<file path="src/inc/flash_flags_pkg.sv">
// Purpose: constants and types for the flash sequence flag unit
// Assumes: 40 MHz system clock, 16-bit cpu address offset inside the bank
// Notes: command codes sit in the low data byte, the upper byte is ignored
//
// Behaviour
// - protection query answers 01 protected, 00 not
// - both reset command forms return to read
// - flags sit at bits 7,6,5,3,2
// - algorithm end returns to read mode
// - programming polls inverse of written bit 7
// - finished program reads true bit 7
// - erase polls 0 in sector, then 1
// - suspended erase sector polls 1
// - reads ignored while algorithm starts
// - suspend, other sector returns true data
// - failure: limit 1, flags per kind
// - second toggle only in busy sector
// - flags show further sector codes accepted
// - toggle flag alternates each busy read outside suspend
// - finished algorithm reads true bit 6
// - limit flag 0 in time, 1 over
package flash_flags_pkg;
    localparam logic [15:0] CMD_ADDR_A   = 16'hAAAA;
    localparam logic [15:0] CMD_ADDR_5   = 16'h5554;
    localparam logic [7:0]  CODE_AA      = 8'hAA;
    localparam logic [7:0]  CODE_55      = 8'h55;
    localparam logic [7:0]  CODE_RESET   = 8'hF0;
    localparam logic [7:0]  CODE_PROG    = 8'hA0;
    localparam logic [7:0]  CODE_ERASE   = 8'h80;
    localparam logic [7:0]  CODE_CHIP    = 8'h10;
    localparam logic [7:0]  CODE_SECTOR  = 8'h30;
    localparam logic [7:0]  CODE_SUSPEND = 8'hB0;
    localparam logic [7:0]  CODE_AUTOSEL = 8'h90;
    localparam logic [7:0]  PROT_YES     = 8'h01;
    localparam logic [7:0]  PROT_NO      = 8'h00;
    localparam logic [7:0]  AS_MASK      = 8'h87;
    localparam logic [7:0]  AS_MATCH     = 8'h04;
    localparam int          SECT_HI      = 15;
    localparam int          SECT_LO      = 13;
    localparam int          SECT_N       = 8;
    localparam int          POS_POLL     = 7;
    localparam int          POS_TOGGLE   = 6;
    localparam int          POS_LIMIT    = 5;
    localparam int          POS_WINDOW   = 3;
    localparam int          POS_TOGGLE2  = 2;
    localparam int          CLK_PERIOD_NS   = 25;
    localparam int          START_IGNORE_NS = 25;
    localparam int          START_IGNORE_CYC =
        (START_IGNORE_NS + CLK_PERIOD_NS - 1) / CLK_PERIOD_NS;
    localparam logic [7:0]  RESET_BYTE   = 8'h00;
    localparam logic [15:0] RESET_WORD   = 16'h0000;

    typedef enum logic [2:0] {
        MODE_READ, MODE_AUTOSEL, MODE_PROG,
        MODE_ERASE_WAIT, MODE_ERASE, MODE_SUSPEND
    } mode_t;

    typedef enum logic [2:0] {
        CY_IDLE, CY_UNLOCK1, CY_UNLOCK2, CY_PROG_DATA,
        CY_ERASE1, CY_ERASE2, CY_ERASE3
    } cyc_t;
endpackage : flash_flags_pkg

</file>
<file path="src/inc/flag_state_if.sv">
// Purpose: carries algorithm state to the status byte former
// Assumes: single clock domain, all fields but read_byte and is_status driven by the top
// Notes: read_byte and is_status come back from the former
`timescale 1ns/10ps
interface flag_state_if;
    import flash_flags_pkg::*;
    mode_t       mode;
    logic        in_sector;
    logic        toggle;
    logic        toggle2;
    logic        time_over;
    logic        last_bit7;
    logic        sect_prot;
    logic        autosel_hit;
    logic [7:0]  array_byte;
    logic [7:0]  read_byte;
    logic        is_status;

    modport source (output mode, in_sector, toggle, toggle2, time_over,
                    last_bit7, sect_prot, autosel_hit, array_byte,
                    input read_byte, is_status);
    modport former (input mode, in_sector, toggle, toggle2, time_over,
                    last_bit7, sect_prot, autosel_hit, array_byte,
                    output read_byte, is_status);
endinterface : flag_state_if

</file>
<file path="src/rtl/flag_byte_former.sv">
// Purpose: forms the byte a read returns in each algorithm mode
// Assumes: inputs come from the top module, some from its flops, the rest from its ports and address decode
// Notes: purely combinational, the top registers the result
`timescale 1ns/10ps
module flag_byte_former (
    flag_state_if.former st
);
    import flash_flags_pkg::*;
    logic [7:0] b;
    logic       stat;

    always_comb begin
        b    = RESET_BYTE;
        stat = 1'b0;
        case (st.mode)
            MODE_AUTOSEL: begin
                if (st.autosel_hit) begin
                    b = st.sect_prot ? PROT_YES : PROT_NO;
                end else begin
                    b = st.array_byte;
                end
            end
            MODE_PROG: begin
                stat            = 1'b1;
                b[POS_POLL]     = ~st.last_bit7;
                b[POS_TOGGLE]   = st.toggle;
                b[POS_LIMIT]    = st.time_over;
                b[POS_WINDOW]   = 1'b0;
                b[POS_TOGGLE2]  = 1'b1;
            end
            MODE_ERASE_WAIT: begin
                stat            = 1'b1;
                b[POS_POLL]     = 1'b0;
                b[POS_TOGGLE]   = st.toggle;
                b[POS_LIMIT]    = st.time_over;
                b[POS_WINDOW]   = 1'b0;
                b[POS_TOGGLE2]  = st.toggle2;
            end
            MODE_ERASE: begin
                stat            = 1'b1;
                b[POS_POLL]     = 1'b0;
                b[POS_TOGGLE]   = st.toggle;
                b[POS_LIMIT]    = st.time_over;
                b[POS_WINDOW]   = 1'b1;
                b[POS_TOGGLE2]  = st.toggle2;
            end
            MODE_SUSPEND: begin
                if (st.in_sector) begin
                    stat           = 1'b1;
                    b[POS_POLL]    = 1'b1;
                    b[POS_TOGGLE]  = 1'b1;
                    b[POS_LIMIT]   = 1'b0;
                    b[POS_WINDOW]  = 1'b0;
                    b[POS_TOGGLE2] = st.toggle2;
                end else begin
                    b = st.array_byte;
                end
            end
            default: begin
                b = st.array_byte;
            end
        endcase
    end

    assign st.read_byte = b;
    assign st.is_status = stat;
endmodule : flag_byte_former

</file>
<file path="src/rtl/flash_algorithm_status_flags.sv">
// Purpose: command decode and sequence flag reads of the flash bank
// Assumes: strobes and array data come from logic on SYS_CLK
// Notes: the array sequencer does the real timing, this unit reports it
`timescale 1ns/10ps
module flash_algorithm_status_flags (
    input  wire logic        SYS_CLK,
    input  wire logic        RESETN,
    input  wire logic        CLK_EN,
    input  wire logic        WR_STB,
    input  wire logic        RD_STB,
    input  wire logic [15:0] ADDR,
    input  wire logic [15:0] WDATA,
    input  wire logic [15:0] ARRAY_DATA,
    input  wire logic        SECT_PROTECTED,
    input  wire logic        SEQ_DONE,
    input  wire logic        SEQ_TIME_OVER,
    input  wire logic        SEQ_ERASE_BEGIN,
    output logic      [7:0]  RDATA,
    output logic             RDATA_VALID,
    output logic             PROG_START,
    output logic      [15:0] PROG_LOCATION,
    output logic      [15:0] PROG_VALUE,
    output logic             CHIP_ERASE_START,
    output logic             SECTOR_ERASE_START,
    output logic      [7:0]  ERASE_SECTORS,
    output logic             ERASE_SUSPEND,
    output logic             ALG_ABORT,
    output logic             ALG_BUSY
);
    import flash_flags_pkg::*;

    mode_t       mode_q, mode_d;
    cyc_t        cyc_q, cyc_d;
    logic [7:0]  mask_q, mask_d;
    logic        toggle_q, toggle2_q, last_bit7_q;
    logic [1:0]  start_q;
    logic [7:0]  rdata_q;
    logic        rvalid_q, pstart_q, cstart_q, sstart_q, abort_q;
    logic [15:0] ploc_q, pval_q;

    flag_state_if st ();

    wire        wr_take   = WR_STB & CLK_EN;
    wire        starting  = (start_q != 2'b00);
    // reads in the start window get no answer
    wire        rd_take   = RD_STB & CLK_EN & ~starting;
    wire [7:0]  lo        = WDATA[7:0];
    wire        at_a      = (ADDR == CMD_ADDR_A);
    wire        at_5      = (ADDR == CMD_ADDR_5);
    wire [2:0]  sector    = ADDR[SECT_HI:SECT_LO];
    wire [7:0]  sect_bit  = 8'h01 << sector;
    wire        in_sector = |(mask_q & sect_bit);
    wire        busy      = (mode_q == MODE_PROG) ||
                            (mode_q == MODE_ERASE_WAIT) ||
                            (mode_q == MODE_ERASE) ||
                            (mode_q == MODE_SUSPEND);
    wire        is_reset  = wr_take && (lo == CODE_RESET);
    // a reset code cannot cut a healthy algorithm short, only a hung one
    wire        go_read   = is_reset && (!busy || SEQ_TIME_OVER);
    wire        abort     = is_reset && busy && SEQ_TIME_OVER;
    // word data taken at the given address, odd or even, with no alignment check
    wire        go_prog   = wr_take && (cyc_q == CY_PROG_DATA) && !busy;
    wire        go_chip   = wr_take && (cyc_q == CY_ERASE3) && at_a &&
                            (lo == CODE_CHIP) && !busy;
    wire        go_sect   = wr_take && (cyc_q == CY_ERASE3) &&
                            (lo == CODE_SECTOR) && !busy;
    // more sector codes only while the window is open
    wire        add_sect  = wr_take && (mode_q == MODE_ERASE_WAIT) &&
                            (lo == CODE_SECTOR);
    wire        go_auto   = wr_take && (cyc_q == CY_UNLOCK2) && at_a &&
                            (lo == CODE_AUTOSEL) && !busy;
    wire        go_susp   = wr_take && (mode_q == MODE_ERASE) &&
                            (lo == CODE_SUSPEND);
    wire        go_resume = wr_take && (mode_q == MODE_SUSPEND) &&
                            (lo == CODE_SECTOR);
    wire        alg_done  = SEQ_DONE && ((mode_q == MODE_PROG) ||
                            (mode_q == MODE_ERASE));
    wire        stat_rd   = rd_take && st.is_status;
    wire        tg_step   = stat_rd && (mode_q != MODE_SUSPEND);
    wire        tg2_step  = stat_rd && in_sector && (mode_q != MODE_PROG);
    wire        as_hit    = ((ADDR[7:0] & AS_MASK) == AS_MATCH);

    // unlock cycle tracker
    always_comb begin
        cyc_d = cyc_q;
        if (wr_take) begin
            cyc_d = CY_IDLE;
            case (cyc_q)
                CY_IDLE: begin
                    if (at_a && lo == CODE_AA) cyc_d = CY_UNLOCK1;
                end
                CY_UNLOCK1: begin
                    if (at_5 && lo == CODE_55) cyc_d = CY_UNLOCK2;
                end
                CY_UNLOCK2: begin
                    if (at_a && lo == CODE_PROG) cyc_d = CY_PROG_DATA;
                    if (at_a && lo == CODE_ERASE) cyc_d = CY_ERASE1;
                end
                CY_ERASE1: begin
                    if (at_a && lo == CODE_AA) cyc_d = CY_ERASE2;
                end
                CY_ERASE2: begin
                    if (at_5 && lo == CODE_55) cyc_d = CY_ERASE3;
                end
                default: begin
                    cyc_d = CY_IDLE;
                end
            endcase
        end
    end

    always_comb begin
        mode_d = mode_q;
        case (mode_q)
            MODE_READ, MODE_AUTOSEL: begin
                if (go_prog) mode_d = MODE_PROG;
                else if (go_chip) mode_d = MODE_ERASE;
                else if (go_sect) mode_d = MODE_ERASE_WAIT;
                else if (go_auto) mode_d = MODE_AUTOSEL;
            end
            MODE_ERASE_WAIT: begin
                if (SEQ_ERASE_BEGIN) mode_d = MODE_ERASE;
            end
            MODE_ERASE: begin
                if (go_susp) mode_d = MODE_SUSPEND;
            end
            MODE_SUSPEND: begin
                if (go_resume) mode_d = MODE_ERASE;
            end
            default: begin
                mode_d = mode_q;
            end
        endcase
        // end of algorithm back to read
        if (alg_done) mode_d = MODE_READ;
        if (go_read) mode_d = MODE_READ;
    end

    always_comb begin
        mask_d = mask_q;
        if (go_chip) mask_d = 8'hFF;
        else if (go_sect) mask_d = sect_bit;
        else if (add_sect) mask_d = mask_q | sect_bit;
        if (alg_done || go_read) mask_d = 8'h00;
    end

    assign st.mode        = mode_q;
    assign st.in_sector   = in_sector;
    assign st.toggle      = toggle_q;
    assign st.toggle2     = toggle2_q;
    assign st.time_over   = SEQ_TIME_OVER;
    assign st.last_bit7   = last_bit7_q;
    assign st.sect_prot   = SECT_PROTECTED;
    assign st.autosel_hit = as_hit;
    assign st.array_byte  = ARRAY_DATA[7:0];

    flag_byte_former u_former (
        .st (st)
    );

    always_ff @(posedge SYS_CLK or negedge RESETN) begin
        if (!RESETN) begin
            mode_q   <= MODE_READ;
            cyc_q    <= CY_IDLE;
            mask_q   <= 8'h00;
            start_q  <= 2'b00;
        end else if (CLK_EN) begin
            mode_q   <= mode_d;
            cyc_q    <= cyc_d;
            mask_q   <= mask_d;
            start_q  <= (go_prog || go_chip || go_sect) ?
                        START_IGNORE_CYC[1:0] :
                        (starting ? start_q - 2'b01 : 2'b00);
        end
    end

    always_ff @(posedge SYS_CLK or negedge RESETN) begin
        if (!RESETN) begin
            toggle_q    <= 1'b0;
            toggle2_q   <= 1'b0;
            last_bit7_q <= 1'b0;
        end else if (CLK_EN) begin
            toggle_q    <= toggle_q ^ tg_step;
            toggle2_q   <= toggle2_q ^ tg2_step;
            if (go_prog) last_bit7_q <= WDATA[7];
        end
    end

    always_ff @(posedge SYS_CLK or negedge RESETN) begin
        if (!RESETN) begin
            rdata_q  <= RESET_BYTE;
            rvalid_q <= 1'b0;
            pstart_q <= 1'b0;
            cstart_q <= 1'b0;
            sstart_q <= 1'b0;
            abort_q  <= 1'b0;
            ploc_q   <= RESET_WORD;
            pval_q   <= RESET_WORD;
        end else if (CLK_EN) begin
            rvalid_q <= rd_take;
            if (rd_take) rdata_q <= st.read_byte;
            pstart_q <= go_prog;
            cstart_q <= go_chip;
            sstart_q <= go_sect;
            abort_q  <= abort;
            if (go_prog) ploc_q <= ADDR;
            if (go_prog) pval_q <= WDATA;
        end
    end

    assign RDATA              = rdata_q;
    assign RDATA_VALID        = rvalid_q;
    assign PROG_START         = pstart_q;
    assign PROG_LOCATION      = ploc_q;
    assign PROG_VALUE         = pval_q;
    assign CHIP_ERASE_START   = cstart_q;
    assign SECTOR_ERASE_START = sstart_q;
    assign ERASE_SECTORS      = mask_q;
    assign ERASE_SUSPEND      = (mode_q == MODE_SUSPEND);
    assign ALG_ABORT          = abort_q;
    assign ALG_BUSY           = busy;
endmodule : flash_algorithm_status_flags

</file>
<file path="config.mk">
export PLATFORM = sky130hd
export DESIGN_NAME = flash_algorithm_status_flags
export DESIGN_NICKNAME = d
export VERILOG_FILES = /design/src/inc/flash_flags_pkg.sv /design/src/inc/flag_state_if.sv /design/src/rtl/flag_byte_former.sv /design/src/rtl/flash_algorithm_status_flags.sv
export SDC_FILE = /design/constraint.sdc
export NUM_CORES = 1
export LEC_CHECK = 0
export BUFFER_PORTS_ARGS = -buffer_cell sky130_fd_sc_hd__buf_4
export CAP_MARGIN = 20
export CORE_ASPECT_RATIO = 2
export CORE_MARGIN = 1.5
export CORE_UTILIZATION = 40
export CTS_BUF_LIST = sky130_fd_sc_hd__clkbuf_16
export DETAILED_ROUTE_END_ITERATION = 16
export GPL_TIMING_DRIVEN = 0
export PLACE_DENSITY = 0.68
export SETUP_SLACK_MARGIN = 0.2
export SLEW_MARGIN = 15
export SYNTH_ARGS = -nofsm -noshare
export SYNTH_HDL_FRONTEND = slang
export SYNTH_HIERARCHICAL = 1
export SYNTH_SLANG_ARGS = --single-unit
</file>
<file path="constraint.sdc">
create_clock -name SYS_CLK -period 2.6 [get_ports SYS_CLK]
set_clock_uncertainty 0.2 [all_clocks]
set_input_delay 0.39 -clock SYS_CLK [delete_from_list [all_inputs] [get_ports SYS_CLK]]
set_output_delay 0.39 -clock SYS_CLK [all_outputs]
set_load 0.01 [all_outputs]
</file>
==> impl_metrics.yaml <==
floorplan:
  initial_core_util_pct: 41.3
  dieArea_um2: 8780
  fp-row-count: 46
  die_w_um: 67.0
  io_pins: 112
  coreArea_um2: 7940
  die_h_um: 131
power:
  p_leak_nw: 2.28
  p_per_area_nw_per_um2: 539
  vdd_drop_max_mv: 0.402
worst_setup_path:
  crit_arrival_ns: 2.41
  crit_path_end_kind: "flop"
  crit_path_max_incr_delay_ns: 0.53
  reg2regPathDepth: 7
  path_cells: "buf_6, xnor2_4, o2111a_1, or2_2, o21ai_1, nand2_1, o21ai_2"
  cp_max_fo: 8
  crit_cells: 7
  path_class: "reg2reg"
  crit_family: "compound AO/OA/AOI/OAI gates"
  cp.required_ns: 2.65
  slowest_stage: "o21ai_1"
  critPathLaunchType: "flop"
  path_buf_inv: 1
logic_synthesis:
  ys_warn_count: 6
  syn_area_um2: 3280
  ys.flop_type: "dfrtp_1"
  netlist_instances: 301
  synth-seq-cells: 63
  syn-num-nets: 358
  syn_area_per_cell_um2: 10.9
  synth_area_leaders: "dfrtp_1 (48%), mux2_2 (14%), nand2_1 (2.7%)"
  synth_enable_flop_cells: 0
  synth.largest_area_cell: "dfrtp_1"
  yosys.cell_count.top_type: "dfrtp_1"
  ys_seq_area_share_pct: 48.1
  synthTopCellsByCount: "dfrtp_1 (63), mux2_2 (40), nand2_1 (24), nor2_1 (15), o21ai_0 (13)"
  synth_cell_types: 56
  synth_top_area_share_pct: 48.1
  async_flop_share_pct: 100
routing:
  ant_nets: 0
  dr_total_vias: 2928
  first_iter_violations: 89
  drt-total-wl_um: 9050
  vias_per_cell: 5.53
  first_pass_iters: 4
  wl_per_cell_um: 17.1
  drc: 0
placement:
  dpl.cell_count: 497
  place_ws_ns: -0.246
  gp_congestion: 0.801
  dp_hpwl_um: 6670
  io_buffers: 100
clock_network:
  clock_sinks: 63
  h-tree-depth: 3
  root_buffer: "clkbuf_16"
  clk_path_buf_depth: 2
  cts_tree: "yes"
  clock_insertion_delay_worst_skew_ns: 0.33
  cts_made_buffers: 9
  clk_pin_slew_ns: 0.05
timing:
  hold_violations: 0
  slew_headroom_pct: 37.9
  holdWs_ns: 0.0961
  worst_slack_ns: 0.243
  period_share_pct: 90.7
  setup_viol: 0
  worst_pin_slew_ns: 0.919
  rsz0062_at_grt: "true"
  clock.fmax_mhz: 424
  fin_tns_setup_ns: 0
  slew_violations: 0
  layout_min_cycle_time_ns: 2.36
finish:
  post-route-util_pct: 58.6
  instances_no_fill: 529
  finalNetCount: 485
  antenna_cells: 0
  area_growth_pct: 41.9
  drive_above_1_share_pct: 46.9
worst_hold_path:
  hold_depth: 2
  hold_path_class: "in2reg"
run:
  maxCapViolCount: 0
grt:
  grt_max_degree: 64
  grt.overflow.total: 0
  grt_pass1_vias: 2965
  antenna_found_initial: 0
  grt_usage_pct: 21.8
  grt_pass1_wl_um: 14300
outcome:
  status: "complete, no violations"
registers in the layout (all words and copies together) (netlist names):
register	cells
ALG_ABORT	1
RDATA_VALID	1
PROG_LOCATION	16
cyc_q	3
SECTOR_ERASE_START	1
start_q	2
PROG_START	1
st.toggle2	1
PROG_VALUE	16
ERASE_SECTORS	8
mode_q	3
CHIP_ERASE_START	1
st.toggle	1
RDATA	8
metrics by stage:
step / instance area (µm²) / total power [mW]
final: 4650 / 2.51
after global routing: 4650 / 2.60
after CTS: 4580 / 2.53
after detailed placement: 4160 / 1.29
after global placement: 4160 / 1.28
after floorplan: 3290 / 1.14
power breakdown:
part           internal (mW)  switching [mW]  leakage, nW
clock                  0.823           0.413        0.157
sequential              1.01          0.0162        0.859
combinational          0.126           0.118         1.26
worst paths after layout:
| check | startpoint | end | slack (ns) |
|---|---|---|---|
| worst max-delay path | mode_q[1]$_DFFE_PN0P_ | ERASE_SECTORS[7]$_DFFE_PN0P_ | 0.24 |
| max in group asynchronous | RESETN | PROG_LOCATION[2]$_DFFE_PN0P_ | 1.14 |
| worst min-delay path | WDATA[15] | PROG_VALUE[15]$_DFFE_PN0P_ | 0.1 |
| worst max register to register | mode_q[1]$_DFFE_PN0P_ | ERASE_SECTORS[7]$_DFFE_PN0P_ | 0.24 |
| worst min register to register | PROG_START$_DFFE_PN0P_ | PROG_START$_DFFE_PN0P_ | 0.29 |
| min in group asynchronous | RESETN | ERASE_SECTORS[3]$_DFFE_PN0P_ | 0.48 |
layer usage:
metal  up-vias  routed length, µm  global-route usage, %
li1       1365                  -                      -
met1      1453               3160                   22.0
met2        90               5240                   40.9
met3        20                417                   4.11
met4         0                230                   10.8
met5         -                  0                      0
what timing repair did:
item                                    in CTS  in global routing
endpoints found under the setup margin      48                 45
resized for setup                           13                  4
hold buffers                                 1                  0
endpoints found under the hold margin       13                  0
gates cloned                                 0                  1
buffers inserted                             7                  7
pin swaps                                   12                  4
layout by cell type, fill, tap and decap left out, types with 3 or more instances in the layout:
cell type / count
buf_4: 114
dfrtp_1: 63
mux2_2: 40
nand2_1: 24
nor2_1: 15
o21ai_0: 12
o21ai_2: 11
clkbuf_16: 9
inv_1: 8
nor3b_1: 8
a21oi_1: 7
nand3_1: 6
a21o_1: 6
buf_6: 5
clkbuf_1: 5
nor4b_1: 5
buf_2: 5
nand4_1: 5
nor3_1: 5
and2_1: 4
nor4_1: 4
nand2b_1: 4
o21ai_1: 4
clkbuf_2: 3
a221oi_1: 3
a22o_1: 3
nor4bb_1: 3
nand3b_1: 3
nand4b_1: 3
a31oi_1: 3
xnor2_1: 3
final cells by class:
class                           instances  area [µm²]
Clock buffer                            9         225
Multi-Input combinational cell        213        1630
Timing Repair Buffer                  116         878
Buffer                                 18         116
Tap cell                               96         120
Inverter                                7        28.8
Fill cell                             688        3290
Sequential cell                        63        1580
Clock inverter                          7        80.1
cell families (layout without fill, tap and decap cells):
group / after synthesis / in the layout / synth area share, %
multiplexers: 41 / 41 / 14.0
XOR/XNOR: 5 / 5 / 1.34
flip-flops: 63 / 63 / 48.1
buffers and inverters: 25 / 157 / 3.70
AO/OA/AOI/OAI: 62 / 62 / 13.3
AND/OR/NAND/NOR: 105 / 105 / 19.5
No activity file was read; power rests on OpenSTA's default activity.
